$ cat config.mk
export PLATFORM = sky130hd
export DESIGN_NAME = fan_seq
export DESIGN_NICKNAME = d
export VERILOG_FILES = /design/src/include/fan_seq_pkg.sv /design/src/tick_div.sv /design/src/fan_seq.sv
export SDC_FILE = /design/constraint.sdc
export NUM_CORES = 1
export LEC_CHECK = 0
export ABC_AREA = 1
export CAP_MARGIN = 5
export CORE_MARGIN = 10
export CORE_UTILIZATION = 70
export CTS_CLUSTER_DIAMETER = 120
export CTS_CLUSTER_SIZE = 10
export DETAILED_ROUTE_END_ITERATION = 10
export DONT_BUFFER_PORTS = 1
export HOLD_SLACK_MARGIN = 0.05
export PLACE_DENSITY = 0.86
export RECOVER_POWER = 100
export SYNTH_ARGS = -nofsm -noshare
export SYNTH_HDL_FRONTEND = slang
export SYNTH_SLANG_ARGS = --single-unit
$ cat constraint.sdc
create_clock -name core_clk_in -period 19.28 [get_ports core_clk_in]
set_clock_uncertainty 0.15 [all_clocks]
set_input_delay 1.928 -clock core_clk_in [delete_from_list [all_inputs] [get_ports core_clk_in]]
set_output_delay 1.928 -clock core_clk_in [all_outputs]
set_load 0.05 [all_outputs]
$ cat src/include/fan_seq_pkg.sv
// shared constants and types of the fan speed sequencer
package fan_seq_pkg;
  localparam int unsigned CLK_PERIOD_NS = 10;
  localparam int unsigned MS_NS = 1000000;
  localparam int unsigned CYC_PER_MS = MS_NS / CLK_PERIOD_NS;

  localparam int ADDR_W = 5;
  localparam int DATA_W = 32;
  localparam int BE_W = 4;
  localparam int BYTE_W = 8;
  localparam int HALF_W = 16;
  localparam int HALF_BYTES = 2;
  localparam int STD_W = 4;
  localparam int SP_W = 10;

  // register byte offsets
  localparam logic [ADDR_W-1:0] OFS_CTRL = 5'h00;
  localparam logic [ADDR_W-1:0] OFS_STATUS = 5'h04;
  localparam logic [ADDR_W-1:0] OFS_RUNUP = 5'h08;
  localparam logic [ADDR_W-1:0] OFS_PREIGN = 5'h0C;
  localparam logic [ADDR_W-1:0] OFS_SPEED_REF = 5'h10;
  localparam logic [ADDR_W-1:0] OFS_ABS_SPEED = 5'h14;
  localparam logic [ADDR_W-1:0] OFS_RAMP_UP = 5'h18;
  localparam logic [ADDR_W-1:0] OFS_RAMP_DN = 5'h1C;

  // control register fields
  localparam int CTRL_STD_EN = 0;
  localparam int CTRL_DRV_EN = 1;
  localparam int CTRL_IO_SEL = 2;
  localparam int CTRL_GAS = 3;
  localparam int CTRL_START = 4;
  localparam int CTRL_MRESET = 5;

  // status register fields
  localparam int STAT_CODE_LSB = 0;
  localparam int STAT_NEED_RST = 8;
  localparam int STAT_IGN_FAULT = 9;
  localparam int STAT_DRV_APPLIED = 10;
  localparam int STAT_IO_APPLIED = 11;
  localparam int STAT_ERR_LSB = 16;

  // standardization status codes
  localparam logic [STD_W-1:0] STD_IDLE = 4'h0;
  localparam logic [STD_W-1:0] STD_POSITION = 4'h1;
  localparam logic [STD_W-1:0] STD_MEASURE = 4'h2;
  localparam logic [STD_W-1:0] STD_DONE = 4'h4;
  localparam logic [STD_W-1:0] STD_REFUSED = 4'h5;
  localparam logic [STD_W-1:0] STD_ABORTED = 4'h6;

  // error codes
  localparam logic [HALF_W-1:0] ERR_NONE = 16'h0000;
  localparam logic [HALF_W-1:0] ERR_NOT_STANDBY = 16'h0C4E;
  localparam logic [HALF_W-1:0] ERR_FLANGE_OPEN = 16'h0C50;
  localparam logic [HALF_W-1:0] ERR_DRIVE_OFF = 16'h0C52;
  localparam logic [HALF_W-1:0] ERR_IGN_RELAY = 16'h13CE;

  // sequence phases
  localparam logic [7:0] PH_STANDBY = 8'h0C;
  localparam logic [7:0] PH_FAN_ON = 8'h14;
  localparam logic [7:0] PH_PREIGN = 8'h26;
  localparam logic [7:0] PH_SAFETY1 = 8'h28;
  localparam logic [7:0] PH_LIGHT_ON = 8'h36;
  localparam logic [7:0] PH_LIGHT_OFF = 8'h3E;

  // setpoint scale: full scale and the 95 percent used while standardizing
  localparam int SP_FULL_I = 1000;
  localparam int STD_PERCENT = 95;
  localparam logic [SP_W-1:0] SP_ZERO = 10'h000;
  localparam logic [SP_W-1:0] SP_STD = SP_W'(SP_FULL_I * STD_PERCENT / 100);

  // millisecond counts, speed tolerance and ramp down shift
  localparam logic [HALF_W-1:0] MS_ZERO = 16'h0000;
  localparam logic [HALF_W-1:0] MS_ONE = 16'h0001;
  localparam logic [HALF_W-1:0] MS_MAX = 16'hFFFF;
  localparam logic [HALF_W-1:0] RST_RUNUP_MS = 16'h0BB8;
  localparam logic [HALF_W-1:0] RST_PREIGN_MS = 16'h07D0;
  localparam logic [HALF_W-1:0] STABLE_HOLD_MS = 16'h01F4;
  localparam logic [HALF_W-1:0] STD_TIMEOUT_MS = 16'hEA60;
  localparam logic [HALF_W-1:0] RELAY_SETTLE_MS = 16'h0014;
  localparam logic [HALF_W-1:0] SPEED_TOL = 16'h0005;
  localparam int RAMP_DN_SHIFT = 3;
endpackage

$ cat src/tick_div.sv
// divider giving a one-cycle enable pulse every DIV clocks
`timescale 1ns/1ns
module tick_div #(
  parameter int unsigned DIV = 100000
) (
  input wire logic clk_in,
  input wire logic rst_b_in,
  output logic tick_out
);
  localparam int CW = $clog2(DIV);
  localparam logic [CW-1:0] LAST = CW'(DIV - 1);

  typedef struct packed {
    logic [CW-1:0] cnt;
    logic tick;
  } div_state_t;

  div_state_t s;
  div_state_t n;

  always_comb begin
    n = s;
    n.tick = 1'b0;
    if (s.cnt == LAST) begin
      n.cnt = '0;
      n.tick = 1'b1;
    end else begin
      n.cnt = s.cnt + CW'(1);
    end
  end

  always_ff @(posedge clk_in or negedge rst_b_in) begin
    if (!rst_b_in) begin
      s <= '0;
    end else begin
      s <= n;
    end
  end

  assign tick_out = s.tick;
endmodule

$ cat src/fan_seq.sv
// fan speed standardization sequencer and phase-driven burner outputs
// Function
// - standardize only while enable setting is on; checked only at start, clearing it during a run does not abort
// - start needs safety loop and flange closed
// - refuse outside standby, report 3150
// - refuse with flange open, report 3152
// - refuse with speed drive off, report 3154
// - first move all actuators to prepurge
// - then drive setpoint at 95 percent
// - store stable speed as 100 percent reference
// - readable standardization status value
// - compute ramp up and down times automatically
// - drive enable and IO select changes apply only after manual reset; gas and enable settings apply at once
// - fan contactor on in phase 20
// - wait fan run-up time before prepurge
// - no air pressure at prepurge: shutdown
// - light on phase 54, off phase 62
// - gas: ignition on in phases 38 and 40, preignition done after preignition time
// - ignition readback mismatch reports 5070
//
// The Avalon-MM slave port and the address map were chosen for this implementation.
`timescale 1ns/1ns
module fan_seq
  import fan_seq_pkg::*;
#(
  parameter int unsigned CYC_PER_MS_P = CYC_PER_MS
) (
  input wire logic core_clk_in,
  input wire logic rst_b_in,
  input wire logic [ADDR_W-1:0] avs_address_in,
  input wire logic avs_read_in,
  input wire logic avs_write_in,
  input wire logic [DATA_W-1:0] avs_writedata_in,
  input wire logic [BE_W-1:0] avs_byteenable_in,
  output logic [DATA_W-1:0] avs_readdata_out,
  output logic avs_waitrequest_out,
  input wire logic [7:0] phase_in,
  input wire logic safety_loop_in,
  input wire logic flange_closed_in,
  input wire logic air_pressure_in,
  input wire logic at_prepurge_in,
  input wire logic [HALF_W-1:0] speed_in,
  input wire logic ign_readback_in,
  output logic fan_on_out,
  output logic speed_drive_run_out,
  output logic [SP_W-1:0] speed_setpoint_out,
  output logic prepurge_cmd_out,
  output logic light_on_out,
  output logic ignition_out,
  output logic preign_done_out,
  output logic shutdown_out
);
  typedef enum logic [1:0] {S_IDLE, S_POSITION, S_MEASURE} std_state_t;

  typedef struct packed {
    logic ack;
    logic [DATA_W-1:0] rdata;
    logic std_en;
    logic gas;
    logic ctrl_drv;
    logic ctrl_io;
    logic app_drv;
    logic app_io;
    logic [HALF_W-1:0] runup_ms;
    logic [HALF_W-1:0] preign_ms;
    logic [HALF_W-1:0] speed_ref;
    logic [HALF_W-1:0] abs_speed;
    logic [HALF_W-1:0] ramp_up;
    logic [HALF_W-1:0] ramp_dn;
    logic [HALF_W-1:0] err_code;
    logic [STD_W-1:0] std_status;
    std_state_t std_state;
    logic [SP_W-1:0] setpoint;
    logic [HALF_W-1:0] tup_cnt;
    logic [HALF_W-1:0] stable_cnt;
    logic [HALF_W-1:0] last_speed;
    logic fan_on;
    logic drive_run;
    logic [HALF_W-1:0] runup_cnt;
    logic seq_prepurge;
    logic prepurge;
    logic air_checked;
    logic shutdown;
    logic light_on;
    logic ign_on;
    logic [HALF_W-1:0] ign_cnt;
    logic preign_sent;
    logic preign_done;
    logic ign_fault;
    logic [HALF_W-1:0] mis_cnt;
  } state_t;

  state_t s;
  state_t n;
  logic [1:0] rst_pipe_q;
  logic rst_sync_b;
  logic tick;
  logic start;
  logic mreset;
  logic need_reset;
  logic drive_ok;
  logic in_ign;
  logic [HALF_W:0] rsum;

  function automatic logic [HALF_W-1:0] merge_half(
    input logic [HALF_W-1:0] old,
    input logic [HALF_W-1:0] nw,
    input logic [HALF_BYTES-1:0] be
  );
    logic [HALF_W-1:0] r;
    r = old;
    for (int i = 0; i < HALF_BYTES; i++) begin
      if (be[i]) begin
        r[i*BYTE_W +: BYTE_W] = nw[i*BYTE_W +: BYTE_W];
      end
    end
    return r;
  endfunction

  function automatic logic near(
    input logic [HALF_W-1:0] a,
    input logic [HALF_W-1:0] b
  );
    logic [HALF_W-1:0] d;
    d = (a > b) ? a - b : b - a;
    return d <= SPEED_TOL;
  endfunction

  function automatic logic [DATA_W-1:0] reg_read(
    input state_t st,
    input logic [ADDR_W-1:0] a,
    input logic nr
  );
    logic [DATA_W-1:0] r;
    r = '0;
    case (a)
      OFS_CTRL: begin
        r[CTRL_STD_EN] = st.std_en;
        r[CTRL_DRV_EN] = st.ctrl_drv;
        r[CTRL_IO_SEL] = st.ctrl_io;
        r[CTRL_GAS] = st.gas;
      end
      OFS_STATUS: begin
        r[STAT_CODE_LSB +: STD_W] = st.std_status;
        r[STAT_NEED_RST] = nr;
        r[STAT_IGN_FAULT] = st.ign_fault;
        r[STAT_DRV_APPLIED] = st.app_drv;
        r[STAT_IO_APPLIED] = st.app_io;
        r[STAT_ERR_LSB +: HALF_W] = st.err_code;
      end
      OFS_RUNUP: r[HALF_W-1:0] = st.runup_ms;
      OFS_PREIGN: r[HALF_W-1:0] = st.preign_ms;
      OFS_SPEED_REF: r[HALF_W-1:0] = st.speed_ref;
      OFS_ABS_SPEED: r[HALF_W-1:0] = st.abs_speed;
      OFS_RAMP_UP: r[HALF_W-1:0] = st.ramp_up;
      OFS_RAMP_DN: r[HALF_W-1:0] = st.ramp_dn;
      default: r = '0;
    endcase
    return r;
  endfunction

  // reset release through two flops
  always_ff @(posedge core_clk_in or negedge rst_b_in) begin
    if (!rst_b_in) begin
      rst_pipe_q <= 2'h0;
    end else begin
      rst_pipe_q <= {rst_pipe_q[0], 1'b1};
    end
  end
  assign rst_sync_b = rst_pipe_q[1];

  tick_div #(
    .DIV(CYC_PER_MS_P)
  ) u_ms_tick (
    .clk_in(core_clk_in),
    .rst_b_in(rst_sync_b),
    .tick_out(tick)
  );

  assign need_reset = (s.ctrl_drv != s.app_drv) || (s.ctrl_io != s.app_io);

  always_comb begin
    n = s;
    start = 1'b0;
    mreset = 1'b0;
    rsum = '0;
    n.ack = 1'b0;
    n.shutdown = 1'b0;
    n.preign_done = 1'b0;

    // bus slave: one wait state, write lands when waitrequest drops
    if ((avs_read_in || avs_write_in) && !s.ack) begin
      n.ack = 1'b1;
      if (avs_read_in) begin
        n.rdata = reg_read(s, avs_address_in, need_reset);
      end
    end
    if (avs_write_in && s.ack) begin
      case (avs_address_in)
        OFS_CTRL: begin
          if (avs_byteenable_in[0]) begin
            n.std_en = avs_writedata_in[CTRL_STD_EN];
            n.ctrl_drv = avs_writedata_in[CTRL_DRV_EN];
            n.ctrl_io = avs_writedata_in[CTRL_IO_SEL];
            n.gas = avs_writedata_in[CTRL_GAS];
            start = avs_writedata_in[CTRL_START];
            mreset = avs_writedata_in[CTRL_MRESET];
          end
        end
        OFS_RUNUP: n.runup_ms = merge_half(s.runup_ms,
          avs_writedata_in[HALF_W-1:0], avs_byteenable_in[HALF_BYTES-1:0]);
        OFS_PREIGN: n.preign_ms = merge_half(s.preign_ms,
          avs_writedata_in[HALF_W-1:0], avs_byteenable_in[HALF_BYTES-1:0]);
        OFS_RAMP_UP: n.ramp_up = merge_half(s.ramp_up,
          avs_writedata_in[HALF_W-1:0], avs_byteenable_in[HALF_BYTES-1:0]);
        OFS_RAMP_DN: n.ramp_dn = merge_half(s.ramp_dn,
          avs_writedata_in[HALF_W-1:0], avs_byteenable_in[HALF_BYTES-1:0]);
        default: ;
      endcase
    end

    // manual reset takes over new config and clears faults
    if (mreset) begin
      n.app_drv = n.ctrl_drv;
      n.app_io = n.ctrl_io;
      n.err_code = ERR_NONE;
      n.ign_fault = 1'b0;
    end

    n.abs_speed = speed_in;
    drive_ok = s.app_drv && s.app_io;

    // standardization sequence
    case (s.std_state)
      S_IDLE: begin
        n.setpoint = SP_ZERO;
        if (start && n.std_en) begin
          if (phase_in != PH_STANDBY) begin
            n.std_status = STD_REFUSED;
            n.err_code = ERR_NOT_STANDBY;
          end else if (!flange_closed_in) begin
            n.std_status = STD_REFUSED;
            n.err_code = ERR_FLANGE_OPEN;
          end else if (!drive_ok) begin
            n.std_status = STD_REFUSED;
            n.err_code = ERR_DRIVE_OFF;
          end else if (!safety_loop_in) begin
            n.std_status = STD_REFUSED;
          end else begin
            n.std_state = S_POSITION;
            n.std_status = STD_POSITION;
          end
        end
      end
      S_POSITION: begin
        if (at_prepurge_in) begin
          n.std_state = S_MEASURE;
          n.std_status = STD_MEASURE;
          n.setpoint = SP_STD;
          n.tup_cnt = MS_ZERO;
          n.stable_cnt = MS_ZERO;
          n.last_speed = speed_in;
        end
      end
      S_MEASURE: begin
        if (tick) begin
          n.last_speed = speed_in;
          if (s.tup_cnt != MS_MAX) begin
            n.tup_cnt = s.tup_cnt + MS_ONE;
          end
          if (near(speed_in, s.last_speed)) begin
            n.stable_cnt = s.stable_cnt + MS_ONE;
          end else begin
            n.stable_cnt = MS_ZERO;
          end
          if (s.stable_cnt == STABLE_HOLD_MS) begin
            n.speed_ref = speed_in;
            rsum = {1'b0, s.tup_cnt} + {1'b0, s.tup_cnt >> RAMP_DN_SHIFT};
            n.ramp_up = s.tup_cnt;
            n.ramp_dn = rsum[HALF_W] ? MS_MAX : rsum[HALF_W-1:0];
            n.std_status = STD_DONE;
            n.setpoint = SP_ZERO;
            n.std_state = S_IDLE;
          end else if (s.tup_cnt >= STD_TIMEOUT_MS) begin
            n.std_status = STD_ABORTED;
            n.setpoint = SP_ZERO;
            n.std_state = S_IDLE;
          end
        end
      end
      default: n.std_state = S_IDLE;
    endcase
    // loss of safety loop, flange closed or standby phase while running aborts
    if (s.std_state != S_IDLE && (!safety_loop_in || !flange_closed_in
        || phase_in != PH_STANDBY)) begin
      n.std_status = STD_ABORTED;
      n.setpoint = SP_ZERO;
      n.std_state = S_IDLE;
    end

    // fan contactor, run-up and air pressure check
    n.fan_on = (phase_in >= PH_FAN_ON) || (n.std_state == S_MEASURE);
    n.drive_run = n.fan_on && n.app_drv;
    if (!s.fan_on || phase_in < PH_FAN_ON) begin
      n.runup_cnt = MS_ZERO;
      n.seq_prepurge = 1'b0;
      n.air_checked = 1'b0;
    end else if (!s.seq_prepurge && tick) begin
      if (s.runup_cnt >= s.runup_ms) begin
        n.seq_prepurge = 1'b1;
      end else begin
        n.runup_cnt = s.runup_cnt + MS_ONE;
      end
    end
    if (s.seq_prepurge && at_prepurge_in && !s.air_checked) begin
      n.air_checked = 1'b1;
      if (!air_pressure_in) begin
        n.shutdown = 1'b1;
      end
    end
    n.prepurge = n.seq_prepurge || (n.std_state != S_IDLE);

    // operating light
    if (phase_in == PH_LIGHT_ON) begin
      n.light_on = 1'b1;
    end else if (phase_in == PH_LIGHT_OFF || phase_in < PH_FAN_ON) begin
      n.light_on = 1'b0;
    end

    // ignition with preignition timing
    in_ign = s.gas && (phase_in == PH_PREIGN || phase_in == PH_SAFETY1);
    if (!in_ign) begin
      n.ign_cnt = MS_ZERO;
      n.preign_sent = 1'b0;
    end else if (phase_in == PH_PREIGN && tick) begin
      if (s.ign_cnt < s.preign_ms) begin
        n.ign_cnt = s.ign_cnt + MS_ONE;
      end else if (!s.preign_sent) begin
        n.preign_sent = 1'b1;
        n.preign_done = 1'b1;
      end
    end

    // ignition relay readback supervision
    if (s.ign_on != ign_readback_in) begin
      if (tick && s.mis_cnt != MS_MAX) begin
        n.mis_cnt = s.mis_cnt + MS_ONE;
      end
      if (s.mis_cnt >= RELAY_SETTLE_MS && !s.ign_fault) begin
        n.ign_fault = 1'b1;
        n.err_code = ERR_IGN_RELAY;
        n.shutdown = 1'b1;
      end
    end else begin
      n.mis_cnt = MS_ZERO;
    end
    n.ign_on = in_ign && !n.ign_fault;
  end

  always_ff @(posedge core_clk_in or negedge rst_sync_b) begin
    if (!rst_sync_b) begin
      s <= '0;
      s.runup_ms <= RST_RUNUP_MS;
      s.preign_ms <= RST_PREIGN_MS;
    end else begin
      s <= n;
    end
  end

  assign avs_waitrequest_out = (avs_read_in || avs_write_in) && !s.ack;
  assign avs_readdata_out = s.rdata;
  assign fan_on_out = s.fan_on;
  assign speed_drive_run_out = s.drive_run;
  assign speed_setpoint_out = s.setpoint;
  assign prepurge_cmd_out = s.prepurge;
  assign light_on_out = s.light_on;
  assign ignition_out = s.ign_on;
  assign preign_done_out = s.preign_done;
  assign shutdown_out = s.shutdown;
endmodule

==> results_dict.tcl <==
set metrics [dict create \
    finalCritPeriodShare 0.287 \
    hold_buffers 0 \
    drtPass1Iterations 7 \
    status "complete, but fails checks" \
    port_buffers 0 \
    synth_warnings 0 \
    synth_most_common_cell "nand2_1" \
    cts_made_buffers 34 \
    crit_chain "inv_1, nand2_1, nand2_1, inv_1, nor2_1, inv_1, nand2_1, inv_1, nand2_1, o21ai_0, a21oi_1" \
    start_kind "primary input" \
    hold_depth 0 \
    die_area_um2 31300 \
    p_per_area_nw_per_um2 79.6 \
    crit_slowest_cell "nor2_1" \
    r2r_start "s[117]" \
    fmaxAchievable_mhz 181 \
    power_leakage_nw 8.78 \
    failed_checks "capacitance limit, slew limit" \
    grt_pass1_wl_um 76700 \
    post_cts_resized 0 \
    r2r_setup_slack_ps 14190 \
    crit_family "simple AND/OR/NAND/NOR gates" \
    slew_headroom -1.05 \
    ios 124 \
    min_from "rst_pipe_q[0]" \
    path_clk_slew_ps 60 \
    timing.rr.end "s[94]" \
    r2r_cells 13 \
    drc_errors 0 \
    totalWireLength_um 47900 \
    yosysTopAreaCellShare 0.394 \
    synth_commonest_cells "nand2_1 (484), inv_1 (337), dfrtp_1 (271)" \
    synth.area.top_cells "dfrtp_1 (39%), nand2_1 (11%), inv_1 (7.3%)" \
    clock_latency_ps 520 \
    area_delta_synth_final_pct 4.79 \
    dp_hpwl_um 35100 \
    cts_tree "yes" \
    required_ps 19580 \
    die_y_um 177 \
    slew_viol_final 180 \
    hold-path-endpoint "rst_pipe_q[1]" \
    seq_area_frac_synth 0.414 \
    grt_overflow 0 \
    initial_core_util 0.710 \
    drive_above_1_share 0.0331 \
    vias_per_cell 6.19 \
    syn-instance-count 2244 \
    path_buf_inv 4 \
    holdCritPathClass "register to register" \
    setup-violations-final 0 \
    arrival_ps 5830 \
    clock_sinks 284 \
    max_cap_viol_count 5 \
    cts.path.max_buffers 3 \
    drt_iter0_drc 2024 \
    syn_area_per_cell_um2 7.68 \
    track_usage 0.301 \
    crit_path_end_kind "register" \
    clockRootBuffer "clkbuf_16" \
    netlist_area_um2 17200 \
    period_needed_ps 5530 \
    cts_setup_buffers 0 \
    routabilityCongestion 0.974 \
    vias 15700 \
    antenna_found_initial 1 \
    nets 2355 \
    tns_ps 0 \
    h-tree-depth 2 \
    ys_ff_latch 284 \
    worst_slew_pin_slew_ps 3070 \
    die_x_um 177 \
    critPathKind "primary input to register" \
    synth_edf_count 0 \
    synthFlopType "dfrtp_1" \
    synth_top_area_cell "dfrtp_1" \
    hold_violations 0 \
    num_rows 57 \
    synthArstFlopShare 1.00 \
    synth_cell_types 59 \
    crit_fanout 35 \
    rsz0062_at_grt "no" \
    vdd_drop_max_mv 0.0693 \
    grt_max_degree 183 \
    ant_nets 0 \
    wire_per_inst_um 18.9 \
    critPathMaxStageDelay_ps 970 \
    core_um2 24200 \
    first_global_vias 15100 \
    finish.utilization 0.744 \
]
==> metal layers <==
layer | global-route usage | share of wire | wire, µm | vias up
met3 | 0.0672 | 0.094 | 4510 | 144
li1 | - | - | - | 7241
met1 | 0.375 | 0.39 | 18800 | 7496
met2 | 0.484 | 0.46 | 22200 | 787
met5 | 0 | 0 | 0 | -
met4 | 0.154 | 0.048 | 2320 | 0
==> cells in the final DEF (no fill, tap or decap), types with 7 or more instances in the layout <==
master,n
nand3_1,136
inv_1,341
ha_1,88
o21ai_0,158
nor2_1,166
xnor2_1,16
dfrtp_1,271
nand2_1,485
o22ai_1,23
a21oi_1,132
a31oi_1,7
nand4_1,52
nor4_1,11
dfstp_2,12
clkbuf_16,35
xor2_1,47
a211oi_1,9
a221oi_1,19
clkbuf_1,19
a22oi_1,11
nor3_1,67
o31ai_1,7
==> flip-flops by register name, indices dropped and copies added, names as in the netlist <==
register and cells:
u_ms_tick.s 17, avs_readdata_out 32, rst_pipe_q 2, shutdown_out 1, s 224, light_on_out 1, speed_setpoint_out 1, prepurge_cmd_out 1
ignition_out 1, preign_done_out 1, u_ms_tick.tick_out 1, fan_on_out 1, speed_drive_run_out 1
==> through the flow <==
stage / area (µm²) / setup slack (ps) / total power [W] / cells / hold WS [ps]
finish: 18000 / 13750 / 0.00144 / 2533 / 215
global route: 18000 / 13350 / 0.00149 / 2531 / 225
CTS: 18100 / 14500 / 0.00144 / 2531 / 215
detailed placement: 17100 / 14300 / 0.000859 / 2478 / 203
global placement: 17100 / 14390 / 0.000852 / 2478 / 185
floorplan: 17200 / 10650 / 0.000821 / 2246 / 181
==> kinds of logic (layout without fill, tap and decap cells) <==
| kind of cell | count (synthesis) | in the layout | share of synthesized area |
|---|---|---|---|
| muxes | 1 | 1 | 0.000581 |
| xor gates and xnor gates | 63 | 63 | 0.0320 |
| AOI/OAI and AO/OA | 416 | 416 | 0.142 |
| and+or+nand+nor | 941 | 941 | 0.235 |
| buffers and inverters | 446 | 407 | 0.109 |
| other | 2 | 6 | 0.000436 |
| adders and majority gates | 91 | 91 | 0.0674 |
| DFF | 284 | 284 | 0.414 |
==> power by group <==
part,switching (W),leakage (nW),internal [W]
clock network,0.000248,0.467,0.000335
logic,0.000124,4.80,0.0000560
registers,0.0000442,3.52,0.000630
==> worst register-to-register path: cells and delay by family, from the launching register on <==
kind / cells / cell delay (ps)
flops: 1 / 380
compound gates: 2 / 200
simple gates: 5 / 2340
fa+ha+maj: 1 / 390
buf+inv: 5 / 1570
==> worst max-delay path by stage <==
| stage | startpoint | endpoint | cells after the start |
|---|---|---|---|
| after floorplan | rst_pipe_q[1] | avs_readdata_out[0] | 0 |
| after global placement | at_prepurge_in | s[94] | 11 |
| after detailed placement | at_prepurge_in | s[94] | 11 |
| after CTS | avs_write_in | avs_waitrequest_out | 2 |
| after global routing | at_prepurge_in | s[94] | 11 |
| final | at_prepurge_in | s[94] | 11 |
==> cell type report <==
| cell class | instances | area (µm²) |
|---|---|---|
| multi-input combinational | 1516 | 8200 |
| antenna | 2 | 5.00 |
| tap | 324 | 405 |
| clock inverter | 3 | 37.5 |
| inverter | 348 | 1310 |
| clock buffer | 50 | 932 |
| timing repair buffer | 6 | 42.5 |
| sequential | 284 | 7120 |
| fill | 1867 | 6200 |
No activity file was read; power rests on OpenSTA's default activity.
